File: config.mk
export PLATFORM = sky130hd
export DESIGN_NAME = res_event_select
export DESIGN_NICKNAME = d
export VERILOG_FILES = /design/src/res_pkg.sv /design/src/res_slot_match.sv /design/src/res_event_select.sv
export SDC_FILE = /design/constraint.sdc
export NUM_CORES = 1
export LEC_CHECK = 0
export BUFFER_PORTS_ARGS = -buffer_cell sky130_fd_sc_hd__buf_2
export CAP_MARGIN = 20
export CELL_PAD_IN_SITES_DETAIL_PLACEMENT = 1
export CELL_PAD_IN_SITES_GLOBAL_PLACEMENT = 2
export CORE_AREA = 2 2 296 269
export DETAILED_ROUTE_END_ITERATION = 8
export DIE_AREA = 0 0 298 271
export GPL_ROUTABILITY_DRIVEN = 0
export PLACE_DENSITY = 0.64
export REMOVE_ABC_BUFFERS = 1
export SLEW_MARGIN = 20
export SYNTH_ARGS = -nofsm -noshare
export SYNTH_HDL_FRONTEND = slang
export SYNTH_SLANG_ARGS = --single-unit
export TNS_END_PERCENT = 20
File: constraint.sdc
create_clock -name clk -period 4.9 [get_ports clk]
set_input_delay 0.245 -clock clk [delete_from_list [all_inputs] [get_ports clk]]
set_output_delay 0.245 -clock clk [all_outputs]
set_load 0.05 [all_outputs]
File: src/res_pkg.sv
// Constants shared by the retirement event selector and its slot matcher.
// Assumes an APB bus with 32-bit data and a retirement stage of four slots per cycle.
package res_pkg;

  // ----------------------------------------------------------------
  // Sizes
  // ----------------------------------------------------------------
  localparam int SLOTS = 4;
  localparam int CNT_W = 3;
  localparam int NUM_CNT = 6;
  localparam int NUM_SEL = 6;

  // ----------------------------------------------------------------
  // Field positions
  // ----------------------------------------------------------------
  localparam int CODE_HI = 31;
  localparam int CODE_LO = 25;
  localparam int MASK_HI = 24;
  localparam int MASK_LO = 9;
  localparam int USEL_HI = 15;
  localparam int USEL_LO = 13;
  localparam int CFG_EN_BIT = 12;

  // ----------------------------------------------------------------
  // Event codes and unit selects
  // ----------------------------------------------------------------
  localparam logic [6:0] EV_UOPS_RETIRED = 7'h01;
  localparam logic [6:0] EV_INSTR_RETIRED = 7'h02;
  localparam logic [6:0] EV_UOP_TYPE = 7'h02;
  localparam logic [6:0] EV_BRANCH_RETIRED = 7'h06;
  localparam logic [2:0] USEL_RETIRE_LO = 3'h4;
  localparam logic [2:0] USEL_RETIRE_HI = 3'h5;
  localparam logic [2:0] USEL_RENAME = 3'h2;

  // ----------------------------------------------------------------
  // Mask bit positions
  // ----------------------------------------------------------------
  localparam int good_path_untagged_sel = 0;
  localparam int good_path_tagged_sel = 1;
  localparam int wrong_path_untagged_sel = 2;
  localparam int wrong_path_tagged_sel = 3;
  localparam int good_path_sel = 0;
  localparam int wrong_path_sel = 1;
  localparam int mark_load_ops = 1;
  localparam int mark_store_ops = 2;
  localparam int not_taken_predicted_sel = 0;
  localparam int not_taken_mispredicted_sel = 1;
  localparam int taken_predicted_sel = 2;
  localparam int taken_mispredicted_sel = 3;

  // ----------------------------------------------------------------
  // Register word indices (byte address = index * 4) and reset value
  // ----------------------------------------------------------------
  localparam logic [3:0] IDX_RETIRE_SEL_A = 4'h0;
  localparam logic [3:0] IDX_RETIRE_SEL_B = 4'h1;
  localparam logic [3:0] IDX_RETIRE_SEL_C = 4'h2;
  localparam logic [3:0] IDX_RETIRE_SEL_D = 4'h3;
  localparam logic [3:0] IDX_RENAME_SEL_A = 4'h4;
  localparam logic [3:0] IDX_RENAME_SEL_B = 4'h5;
  localparam logic [3:0] IDX_CFG_BASE = 4'h6;
  localparam logic [3:0] IDX_STATUS = 4'hC;
  localparam logic [31:0] REG_RESET = 32'h0000_0000;

endpackage

File: src/res_slot_match.sv
// Slot matcher: counts retiring items that match one event selection.
// Assumes all retirement inputs come from logic on the same clock.
module res_slot_match
  import res_pkg::*;
(
  input wire logic [6:0] event_code,
  input wire logic [15:0] event_mask,
  input wire logic [2:0] unit_sel,
  input wire logic count_en,
  input wire logic [SLOTS-1:0] instr_valid,
  input wire logic [SLOTS-1:0] instr_wrong_path,
  input wire logic [SLOTS-1:0] instr_tagged,
  input wire logic [SLOTS-1:0] uop_valid,
  input wire logic [SLOTS-1:0] uop_wrong_path,
  input wire logic [SLOTS-1:0] br_valid,
  input wire logic [SLOTS-1:0] br_taken,
  input wire logic [SLOTS-1:0] br_mispred,
  output logic [CNT_W-1:0] match_count
);

  // ----------------------------------------------------------------
  // Event qualification
  // ----------------------------------------------------------------
  wire logic is_retire_lo = count_en && (unit_sel == USEL_RETIRE_LO); // RULE_08
  wire logic is_retire_hi = count_en && (unit_sel == USEL_RETIRE_HI);
  wire logic do_instr = is_retire_lo && (event_code == EV_INSTR_RETIRED);   // RULE_01
  wire logic do_uops = is_retire_lo && (event_code == EV_UOPS_RETIRED);     // RULE_03
  wire logic do_branch = is_retire_hi && (event_code == EV_BRANCH_RETIRED); // RULE_09
  logic [SLOTS-1:0] hit;

  // ----------------------------------------------------------------
  // Per-slot match
  // ----------------------------------------------------------------
  for (genvar s = 0; s < SLOTS; s++)
  begin : g_slot
    // Long flows interrupted before retirement may report the same instruction again
    wire logic ins_m = (event_mask[good_path_untagged_sel] && !instr_wrong_path[s]
                        && !instr_tagged[s])
                    || (event_mask[good_path_tagged_sel] && !instr_wrong_path[s]
                        && instr_tagged[s])
                    || (event_mask[wrong_path_untagged_sel] && instr_wrong_path[s]
                        && !instr_tagged[s])
                    || (event_mask[wrong_path_tagged_sel] && instr_wrong_path[s]
                        && instr_tagged[s]); // RULE_01 RULE_02
    wire logic uop_m = (event_mask[good_path_sel] && !uop_wrong_path[s])
                    || (event_mask[wrong_path_sel] && uop_wrong_path[s]); // RULE_04
    wire logic br_m = (event_mask[not_taken_predicted_sel] && !br_taken[s] && !br_mispred[s])
                   || (event_mask[not_taken_mispredicted_sel] && !br_taken[s] && br_mispred[s])
                   || (event_mask[taken_predicted_sel] && br_taken[s] && !br_mispred[s]) // RULE_10
                   || (event_mask[taken_mispredicted_sel] && br_taken[s] && br_mispred[s]);
    assign hit[s] = (do_instr && instr_valid[s] && ins_m)
                 || (do_uops && uop_valid[s] && uop_m)
                 || (do_branch && br_valid[s] && br_m);
  end

  // Sum of matching slots, zero when none match
  always_comb
  begin
    match_count = '0;
    for (int s = 0; s < SLOTS; s++)
    begin
      match_count = match_count + CNT_W'(hit[s]); // RULE_12
    end
  end

endmodule // res_slot_match

File: src/res_event_select.sv
// Retirement event selector: selection registers on APB, per-counter increments.
// Assumes retirement and rename inputs are synchronous to clk; counters live outside.
// Functional notes
// RULE_01: Event 02H counts instructions, four mask bits split good/wrong path and tagging.
// RULE_02: An interrupted long micro-op flow may count its instruction more than once.
// RULE_03: Event 01H with unit select 04H counts micro-ops retiring each cycle.
// RULE_04: Micro-op mask bit 0 selects good path, bit 1 wrong path.
// RULE_05: First register of a pair feeds counters 12,13,16; second feeds 14,15,17.
// RULE_06: Event 02H with select 02H marks micro-ops on the rename registers.
// RULE_07: Marking mask bit 1 tags loads, bit 2 tags stores.
// RULE_08: Load and store marking never makes any counter increment.
// RULE_09: Event 06H with select 05H counts retiring branches of enabled classes.
// RULE_10: Branch mask bits 0-3: not-taken predicted/mispredicted, taken predicted/mispredicted.
// RULE_11: Code from bits 31:25, mask from 24:9, unit select from 15:13.
// RULE_12: Each cycle add the count of matching items, nothing when none match.
//
// The placing of the registers and the APB interface to the registers were decided locally.
module res_event_select
  import res_pkg::*;
(
  input wire logic clk,
  input wire logic srst,
  input wire logic ce,
  input wire logic psel,
  input wire logic penable,
  input wire logic pwrite,
  input wire logic [11:0] paddr,
  input wire logic [31:0] pwdata,
  output logic [31:0] prdata,
  output logic pready,
  output logic pslverr,
  input wire logic [SLOTS-1:0] ret_instr_valid,
  input wire logic [SLOTS-1:0] ret_instr_wrong_path,
  input wire logic [SLOTS-1:0] ret_instr_tagged,
  input wire logic [SLOTS-1:0] ret_uop_valid,
  input wire logic [SLOTS-1:0] ret_uop_wrong_path,
  input wire logic [SLOTS-1:0] ret_br_valid,
  input wire logic [SLOTS-1:0] ret_br_taken,
  input wire logic [SLOTS-1:0] ret_br_mispred,
  input wire logic [SLOTS-1:0] ren_uop_valid,
  input wire logic [SLOTS-1:0] ren_uop_is_load,
  input wire logic [SLOTS-1:0] ren_uop_is_store,
  output logic [NUM_CNT-1:0][CNT_W-1:0] count_incr,
  output logic [SLOTS-1:0] mark_tag
);

  // ----------------------------------------------------------------
  // Storage
  // ----------------------------------------------------------------
  logic [31:0] event_selection_reg_ff [NUM_SEL];
  logic [31:0] counter_config_reg_ff [NUM_CNT];
  logic [NUM_CNT-1:0][CNT_W-1:0] incr_ff;
  logic [NUM_CNT-1:0][CNT_W-1:0] nxt_incr;
  logic [SLOTS-1:0] mark_ff;
  logic [31:0] rdata_ff;
  logic armed_ff;

  // ----------------------------------------------------------------
  // APB decode
  // ----------------------------------------------------------------
  wire logic [3:0] word_idx = paddr[5:2];
  wire logic in_range = (paddr[11:6] == 6'h00) && (paddr[1:0] == 2'h0);
  wire logic hit_sel = in_range && (word_idx < IDX_CFG_BASE);
  wire logic hit_cfg = in_range && (word_idx >= IDX_CFG_BASE) && (word_idx < IDX_STATUS);
  wire logic hit_status = in_range && (word_idx == IDX_STATUS);
  wire logic mapped = hit_sel || hit_cfg || hit_status;
  wire logic [3:0] cfg_idx = word_idx - IDX_CFG_BASE;
  wire logic apb_done = psel && penable && pready;
  wire logic wr_sel = apb_done && pwrite && hit_sel;
  wire logic wr_cfg = apb_done && pwrite && hit_cfg;
  wire logic [31:0] status_word = {14'h0000, incr_ff};
  wire logic [31:0] rd_word = hit_sel ? event_selection_reg_ff[word_idx[2:0]]
                            : hit_cfg ? counter_config_reg_ff[cfg_idx[2:0]]
                            : hit_status ? status_word : REG_RESET;

  // Data is captured on the same enabled edge that sets armed_ff and lets pready rise
  assign pready = ce && penable && armed_ff;
  assign pslverr = pready && !mapped;
  assign prdata = rdata_ff;
  assign count_incr = incr_ff;
  assign mark_tag = mark_ff;

  always_ff @(posedge clk)
  begin
    if (srst)
    begin
      armed_ff <= 1'b0;
      rdata_ff <= REG_RESET;
    end
    else if (ce)
    begin
      armed_ff <= psel && !apb_done;
      rdata_ff <= psel ? rd_word : rdata_ff;
    end
  end

  // ----------------------------------------------------------------
  // Selection and configuration registers
  // ----------------------------------------------------------------
  for (genvar r = 0; r < NUM_SEL; r++)
  begin : g_selreg
    always_ff @(posedge clk)
    begin
      if (srst)
        event_selection_reg_ff[r] <= REG_RESET;
      else if (wr_sel && (word_idx == 4'(r)))
        event_selection_reg_ff[r] <= pwdata;
    end
  end

  for (genvar c = 0; c < NUM_CNT; c++)
  begin : g_cfgreg
    always_ff @(posedge clk)
    begin
      if (srst)
        counter_config_reg_ff[c] <= REG_RESET;
      else if (wr_cfg && (cfg_idx == 4'(c)))
        counter_config_reg_ff[c] <= pwdata;
    end
  end

  // ----------------------------------------------------------------
  // Per-counter source selection and matching
  // ----------------------------------------------------------------
  for (genvar c = 0; c < NUM_CNT; c++)
  begin : g_cnt
    // Counters 12,13,16 sit in group a; 14,15,17 in group b
    localparam bit GRP_B = (c == 2) || (c == 3) || (c == 5);
    wire logic [31:0] cfg = counter_config_reg_ff[c];
    wire logic [2:0] usel = cfg[USEL_HI:USEL_LO]; // RULE_11
    wire logic [31:0] src = (usel == USEL_RETIRE_LO) ? event_selection_reg_ff[GRP_B ? 1 : 0]
                          : (usel == USEL_RETIRE_HI) ? event_selection_reg_ff[GRP_B ? 3 : 2]
                          : (usel == USEL_RENAME) ? event_selection_reg_ff[GRP_B ? 5 : 4]
                          : REG_RESET; // RULE_05
    res_slot_match u_match (
      .event_code(src[CODE_HI:CODE_LO]), // RULE_11
      .event_mask(src[MASK_HI:MASK_LO]),
      .unit_sel(usel),
      .count_en(cfg[CFG_EN_BIT]),
      .instr_valid(ret_instr_valid),
      .instr_wrong_path(ret_instr_wrong_path),
      .instr_tagged(ret_instr_tagged),
      .uop_valid(ret_uop_valid),
      .uop_wrong_path(ret_uop_wrong_path),
      .br_valid(ret_br_valid),
      .br_taken(ret_br_taken),
      .br_mispred(ret_br_mispred),
      .match_count(nxt_incr[c])
    );
  end

  always_ff @(posedge clk)
  begin
    if (srst)
      incr_ff <= '0;
    else if (ce)
      incr_ff <= nxt_incr; // RULE_12
  end

  // ----------------------------------------------------------------
  // Load and store marking on the rename registers
  // ----------------------------------------------------------------
  wire logic [31:0] ren_a = event_selection_reg_ff[IDX_RENAME_SEL_A[2:0]];
  wire logic [31:0] ren_b = event_selection_reg_ff[IDX_RENAME_SEL_B[2:0]];
  wire logic ren_a_on = ren_a[CODE_HI:CODE_LO] == EV_UOP_TYPE;
  wire logic ren_b_on = ren_b[CODE_HI:CODE_LO] == EV_UOP_TYPE;
  wire logic tag_loads = (ren_a_on && ren_a[MASK_LO + mark_load_ops])
                      || (ren_b_on && ren_b[MASK_LO + mark_load_ops]);
  wire logic tag_stores = (ren_a_on && ren_a[MASK_LO + mark_store_ops])
                       || (ren_b_on && ren_b[MASK_LO + mark_store_ops]);
  wire logic [SLOTS-1:0] nxt_mark = ren_uop_valid
                                  & (({SLOTS{tag_loads}} & ren_uop_is_load)
                                  | ({SLOTS{tag_stores}} & ren_uop_is_store)); // RULE_06 RULE_07

  always_ff @(posedge clk)
  begin
    if (srst)
      mark_ff <= '0;
    else if (ce)
      mark_ff <= nxt_mark;
  end

  // ----------------------------------------------------------------
  // Checks
  // ----------------------------------------------------------------
  wire logic [31:0] cfg0 = counter_config_reg_ff[0];
  wire logic [31:0] sel_a = event_selection_reg_ff[0];
  wire logic [31:0] sel_b = event_selection_reg_ff[1];
  wire logic [31:0] sel_c = event_selection_reg_ff[2];
  wire logic cnt0_on = cfg0[CFG_EN_BIT];
  wire logic [2:0] cnt0_usel = cfg0[USEL_HI:USEL_LO];
  wire logic [31:0] cfg2 = counter_config_reg_ff[2];

  a_instr_good_untag: assert property (@(posedge clk) disable iff (srst) // RULE_01
    (ce && cnt0_on && cnt0_usel == USEL_RETIRE_LO && sel_a[CODE_HI:CODE_LO] == 7'h02
     && sel_a[MASK_HI:MASK_LO] == 16'h0001)
    |=> incr_ff[0] == CNT_W'($countones($past(ret_instr_valid) & ~$past(ret_instr_wrong_path)
        & ~$past(ret_instr_tagged))))
    else $error("instruction count wrong");

  a_uop_wrong_path: assert property (@(posedge clk) disable iff (srst) // RULE_04
    (ce && cnt0_on && cnt0_usel == USEL_RETIRE_LO && sel_a[CODE_HI:CODE_LO] == 7'h01
     && sel_a[MASK_HI:MASK_LO] == 16'h0002)
    |=> incr_ff[0] == CNT_W'($countones($past(ret_uop_valid) & $past(ret_uop_wrong_path))))
    else $error("wrong path micro-op count wrong");

  a_uop_all_paths: assert property (@(posedge clk) disable iff (srst) // RULE_03
    (ce && cnt0_on && cnt0_usel == USEL_RETIRE_LO && sel_a[CODE_HI:CODE_LO] == 7'h01
     && sel_a[MASK_HI:MASK_LO] == 16'h0003)
    |=> incr_ff[0] == CNT_W'($countones($past(ret_uop_valid))))
    else $error("micro-op count wrong");

  a_branch_taken_mis: assert property (@(posedge clk) disable iff (srst) // RULE_09
    (ce && cnt0_on && cnt0_usel == USEL_RETIRE_HI && sel_c[CODE_HI:CODE_LO] == 7'h06
     && sel_c[MASK_HI:MASK_LO] == 16'h0008)
    |=> incr_ff[0] == CNT_W'($countones($past(ret_br_valid) & $past(ret_br_taken)
        & $past(ret_br_mispred))))
    else $error("taken mispredicted branch count wrong");

  a_branch_nt_pred: assert property (@(posedge clk) disable iff (srst) // RULE_10
    (ce && cnt0_on && cnt0_usel == USEL_RETIRE_HI && sel_c[CODE_HI:CODE_LO] == 7'h06
     && sel_c[MASK_HI:MASK_LO] == 16'h0001)
    |=> incr_ff[0] == CNT_W'($countones($past(ret_br_valid) & ~$past(ret_br_taken)
        & ~$past(ret_br_mispred))))
    else $error("not-taken predicted branch count wrong");

  a_mark_no_incr: assert property (@(posedge clk) disable iff (srst) // RULE_08
    (ce && counter_config_reg_ff[0][USEL_HI:USEL_LO] == USEL_RENAME) |=> incr_ff[0] == '0)
    else $error("marking select incremented a counter");

  a_mark_loads: assert property (@(posedge clk) disable iff (srst) // RULE_07
    (ce && ren_a[CODE_HI:CODE_LO] == 7'h02 && ren_a[MASK_LO + 1] && !ren_b_on)
    |=> ((mark_ff & $past(ren_uop_valid) & $past(ren_uop_is_load))
         == ($past(ren_uop_valid) & $past(ren_uop_is_load))))
    else $error("load micro-op not marked");

  a_group_b_source: assert property (@(posedge clk) disable iff (srst) // RULE_05
    (ce && cfg2[CFG_EN_BIT] && cfg2[USEL_HI:USEL_LO] == USEL_RETIRE_LO
     && sel_b[CODE_HI:CODE_LO] == 7'h00) |=> incr_ff[2] == '0)
    else $error("counter 14 not fed by second register");

  a_zero_mask: assert property (@(posedge clk) disable iff (srst) // RULE_12
    (ce && sel_a[MASK_HI:MASK_LO] == 16'h0000 && cnt0_usel != USEL_RETIRE_HI)
    |=> incr_ff[0] == '0)
    else $error("count without enabled mask bit");

  a_unmapped_err: assert property (@(posedge clk) disable iff (srst) // RULE_11
    (pready && (paddr == 12'h034 || paddr == 12'h040)) |-> pslverr)
    else $error("unmapped access not flagged");

  // ----------------------------------------------------------------
  // Per-bit mask checks and the disabled counter check
  // ----------------------------------------------------------------
  wire logic cnt0_lo = ce && cnt0_on && cnt0_usel == USEL_RETIRE_LO;
  wire logic cnt0_hi = ce && cnt0_on && cnt0_usel == USEL_RETIRE_HI;
  wire logic [6:0] code_a = sel_a[CODE_HI:CODE_LO];
  wire logic [6:0] code_c = sel_c[CODE_HI:CODE_LO];
  wire logic [15:0] mask_a = sel_a[MASK_HI:MASK_LO];
  wire logic [15:0] mask_c = sel_c[MASK_HI:MASK_LO];

  a_instr_good_tag: assert property (@(posedge clk) disable iff (srst) // RULE_01
    (cnt0_lo && code_a == 7'h02 && mask_a == 16'h0002) |=> incr_ff[0]
      == CNT_W'($countones($past(ret_instr_valid & ~ret_instr_wrong_path & ret_instr_tagged))))
    else $error("good path tagged instruction count wrong");

  a_instr_bad_untag: assert property (@(posedge clk) disable iff (srst) // RULE_01
    (cnt0_lo && code_a == 7'h02 && mask_a == 16'h0004) |=> incr_ff[0]
      == CNT_W'($countones($past(ret_instr_valid & ret_instr_wrong_path & ~ret_instr_tagged))))
    else $error("wrong path untagged instruction count wrong");

  a_instr_bad_tag: assert property (@(posedge clk) disable iff (srst) // RULE_01
    (cnt0_lo && code_a == 7'h02 && mask_a == 16'h0008) |=> incr_ff[0]
      == CNT_W'($countones($past(ret_instr_valid & ret_instr_wrong_path & ret_instr_tagged))))
    else $error("wrong path tagged instruction count wrong");

  a_uop_good_path: assert property (@(posedge clk) disable iff (srst) // RULE_04
    (cnt0_lo && code_a == 7'h01 && mask_a == 16'h0001) |=> incr_ff[0]
      == CNT_W'($countones($past(ret_uop_valid & ~ret_uop_wrong_path))))
    else $error("good path micro-op count wrong");

  a_branch_nt_mis: assert property (@(posedge clk) disable iff (srst) // RULE_10
    (cnt0_hi && code_c == 7'h06 && mask_c == 16'h0002) |=> incr_ff[0]
      == CNT_W'($countones($past(ret_br_valid & ~ret_br_taken & ret_br_mispred))))
    else $error("not-taken mispredicted branch count wrong");

  a_branch_t_pred: assert property (@(posedge clk) disable iff (srst) // RULE_10
    (cnt0_hi && code_c == 7'h06 && mask_c == 16'h0004) |=> incr_ff[0]
      == CNT_W'($countones($past(ret_br_valid & ret_br_taken & ~ret_br_mispred))))
    else $error("taken predicted branch count wrong");

  a_mark_stores: assert property (@(posedge clk) disable iff (srst) // RULE_07
    (ce && ren_a[CODE_HI:CODE_LO] == 7'h02 && ren_a[MASK_HI:MASK_LO] == 16'h0004 && !ren_b_on)
    |=> mark_ff == $past(ren_uop_valid & ren_uop_is_store))
    else $error("store micro-op marking wrong");

  a_cnt_disabled: assert property (@(posedge clk) disable iff (srst) // RULE_12
    (ce && !cnt0_on) |=> incr_ff[0] == '0)
    else $error("disabled counter incremented");

endmodule // res_event_select

==> results by group <==
Outcome
  • Status: complete, no violations

Synthesis
  • Sequential share of the synthesized area: 54.7%
  • Syn. warnings: 0
  • Async SR Flop Fraction: 0%
  • Xor/xnor share of the synthesized area: 0%
  • Synthesized area per cell: 12.1 um^2
  • Post-Synthesis Cells: 1904
  • Yosys cell types: 67
  • Complex-gate fraction of the synthesized area: 10.5%
  • Post-Synth Simple-Gate Area: 18.2%
  • Largest family of logic cells by synthesized area: simple AND/OR/NAND/NOR gates
  • Post-Synth Adder-Cell Area: 1.22%
  • Dominant synthesized flop cell: edfxtp_1
  • Synthesized flop and latch total: 439
  • Post-synthesis mux area share: 12.2%
  • Number of flops mapped to enable cells by yosys: 384
  • Post-Syn Area: 23100 um^2

Routing
  • Remaining DRCs: 0
  • Starting DRC count in detailed routing: 1441
  • WL per Instance: 27.9 um
  • Wirelength, routed: 86300 um
  • DR pass1 iterations: 5
  • Routed via count divided by cell count: 5.51
  • Antenna-violating nets left: 0
  • Vias: 17024

Worst setup path
  • Crit path kind: reg -> reg
  • Worst r2r dst: count_incr[13]
  • Critical Path Start Type: flop
  • Reg2reg path depth: 10
  • Crit path to: count_incr[13]
  • FF-to-FF Start: counter_config_reg_ff[4][13]
  • CP max FO: 10
  • Worst setup path start: counter_config_reg_ff[4][13]
  • Reg2reg setup slack: 0.84 ns
  • Critical Path Sink Type: flop
  • CP required: 5.37 ns
  • WP data arrival: 4.53 ns

Final layout
  • Filler cell count: 8395
  • Multi-input combinational cell area: 9930 um^2
  • Commonest cells after routing, fill and taps aside: and2_1, edfxtp_1, buf_2, mux2i_1, nand2_1
  • Final instance area: 26800 um^2
  • Final net count: 2121
  • Layout cell share with drive strength beyond 1: 18.6%
  • Commonest non-fill, non-tap cell in the layout: and2_1
  • FF/Latch Area: 12600 um^2
  • Layout area overhead: 16.3%

STA
  • Final Max Slew Viols: 0
  • Setup TNS: 0 ns
  • Final WS setup: 0.841 ns
  • Slew HR: 24.4%
  • Crit share post-route: 82.8%
  • Final Critical Period: 4.06 ns
  • Fmax: 0.246 GHz
  • Clk_skew: 0.0364 ns
  • Slew at the pin with the worst max-slew slack: 1.13 ns
  • Final setup viols: 0
  • Unrepaired setup endpoints after global routing: no
  • Final Hold Fails: 0

Global routing
  • Vias in the first global route: 17510
  • Largest net degree at the start of global routing: 96
  • Total gr overflow: 0
  • First-pass GRT wire length: 125000 um
  • Antenna violations before repair: 3
  • GRT Util Overall: 21.0%

Floorplan
  • Rows: 97
  • Chip Height: 271 um
  • Core area: 77400 um^2
  • Top Ports: 150
  • Die Width: 298 um
  • Initial core utilization: 29.8%
  • Die Area: 80800 um^2

CTS
  • Clock root cell: clkbuf_16
  • Clk_lat worst skew: 0.63 ns
  • H-tree Lvls: 2
  • CTS resizes: 0
  • Max clock buf depth: 3
  • CTS Buf Count: 49
  • Reg clk slew, reported paths: 0.06 ns
  • Clock Sink Count: 439
  • CTS tree: yes

Place
  • Detailed placer's ending HPWL: 58600 um
  • Post-DP Area: 25100 um^2
  • Port Buffer Count: 149
  • Pre-CTS WS: 0.889 ns

Min path
  • Worst hold path class: in -> reg

Power
  • Maximum VDD drop: 0.000258 V
  • Cell Pwr Density: 327 nW/um^2
  • Static Leak: 10.1 nW

Job
  • MaxCap Viol Count: 0
-- through the flow --
stage               util, %  hold WS, ns  total power, mW  std cells
floorplan                 -        0.317             4.64       1747
global placement       32.5        0.467             5.05       2988
detailed placement     32.5        0.496             5.06       2988
CTS                    34.7       0.0173             8.84       3088
global route           34.7       0.0565             9.03       3089
finish                 34.7       0.0473             8.77       3090
-- per-layer routing --
metal | vias to the layer above | GRT usage (%) | share of wire (%)
li1 | 7394 | - | -
met1 | 8891 | 28.9 | 44
met2 | 593 | 34.2 | 47
met3 | 144 | 2.97 | 6.0
met4 | 2 | 6.37 | 2.8
met5 | - | 0 | 0.020
-- flip-flops by register name, indices dropped and copies added, names as in the netlist --
register,flops
event_selection_reg_ff,192
counter_config_reg_ff,192
count_incr,18
prdata,32
armed_ff,1
mark_tag,4
-- critical path, cell delays in order (launching register included) --
cell	delay, ns
edfxtp_1	0.65
nor3b_1	0.74
o2bb2ai_1	0.24
nand4_1	0.34
a2111oi_0	0.57
a311o_1	0.20
ha_1	0.25
fa_1	0.42
ha_1	0.32
mux2i_1	0.14
nor2_1	0.05
-- cells by family after synthesis --
| logic type | Yosys count |
|---|---|
| buffers and inverters | 173 |
| adder cells (fa/ha/maj) | 19 |
| flip-flops | 439 |
| AO/OA/AOI/OAI | 336 |
| AND/OR/NAND/NOR | 737 |
| multiplexers | 200 |
-- worst min-delay path by stage --
stage	start	endpoint	slack [ns]	cells after the start
detailed placement	ren_uop_valid[2]	mark_tag[2]	0.50	2
CTS	pwdata[6]	counter_config_reg_ff[2][6]	0.02	2
global placement	mark_tag[0]	mark_tag[0]	0.47	2
global route	pwdata[6]	counter_config_reg_ff[2][6]	0.06	2
finish	pwdata[6]	event_selection_reg_ff[1][6]	0.05	2
floorplan	srst	prdata[0]	0.32	1
-- area by class of cell --
type	count	area share, %
antenna	2	0.0186
clock buffer	62	4.75
clock inverter	30	1.25
inverter	16	0.224
multi-input combinational	1292	37.0
sequential	439	47.1
tap	1039	4.84
timing repair buffer	210	4.84
-- Yosys cell counts (3+ instances only) --
master	count	area share (%)
a21oi_1	39	0.85
mux2i_1	124	5.4
buf_2	27	0.59
o2bb2ai_1	20	0.76
a2111oi_0	12	0.46
o2111ai_1	16	0.61
buf_6	4	0.20
o22ai_1	22	0.60
clkbuf_1	111	1.8
and2_1	387	10
o221ai_1	8	0.30
or4_1	14	0.46
o31ai_1	5	0.16
buf_1	15	0.24
dfxtp_1	55	4.8
nor3_1	42	0.91
nor2_1	85	1.4
nand4_1	3	0.081
mux2_2	12	0.59
nor4_1	14	0.38
a311o_1	12	0.52
or4bb_1	4	0.20
a2bb2oi_1	5	0.19
ha_1	13	0.70
nand3_1	11	0.24
mux4_2	64	6.2
a311oi_1	18	0.68
a22o_1	9	0.34
nand4b_1	3	0.11
a41o_1	3	0.13
a211o_1	3	0.11
a2111o_1	3	0.15
o211ai_1	63	2.0
o311ai_1	4	0.15
nor3b_1	8	0.26
nand3b_1	8	0.26
inv_1	16	0.26
o21ai_0	68	1.5
nand2_1	112	1.8
edfxtp_1	384	50
a22oi_1	18	0.59
nand2b_1	15	0.41
fa_1	6	0.52
and3_1	10	0.27
or4b_1	3	0.13
-- power by group --
group	leakage (nW)	internal [mW]	switching (mW)
Clock	0.783	2.17	1.61
Combinational	4.84	0.233	0.521
Sequential	4.45	4.16	0.0703
-- what timing repair did --
item / 4_1_cts / 5_1_grt
hold buffers: 8 / 0
buffers inserted: 0 / 0
endpoints found under the hold margin: 5 / 0
Power figures use the tool's default switching activity.
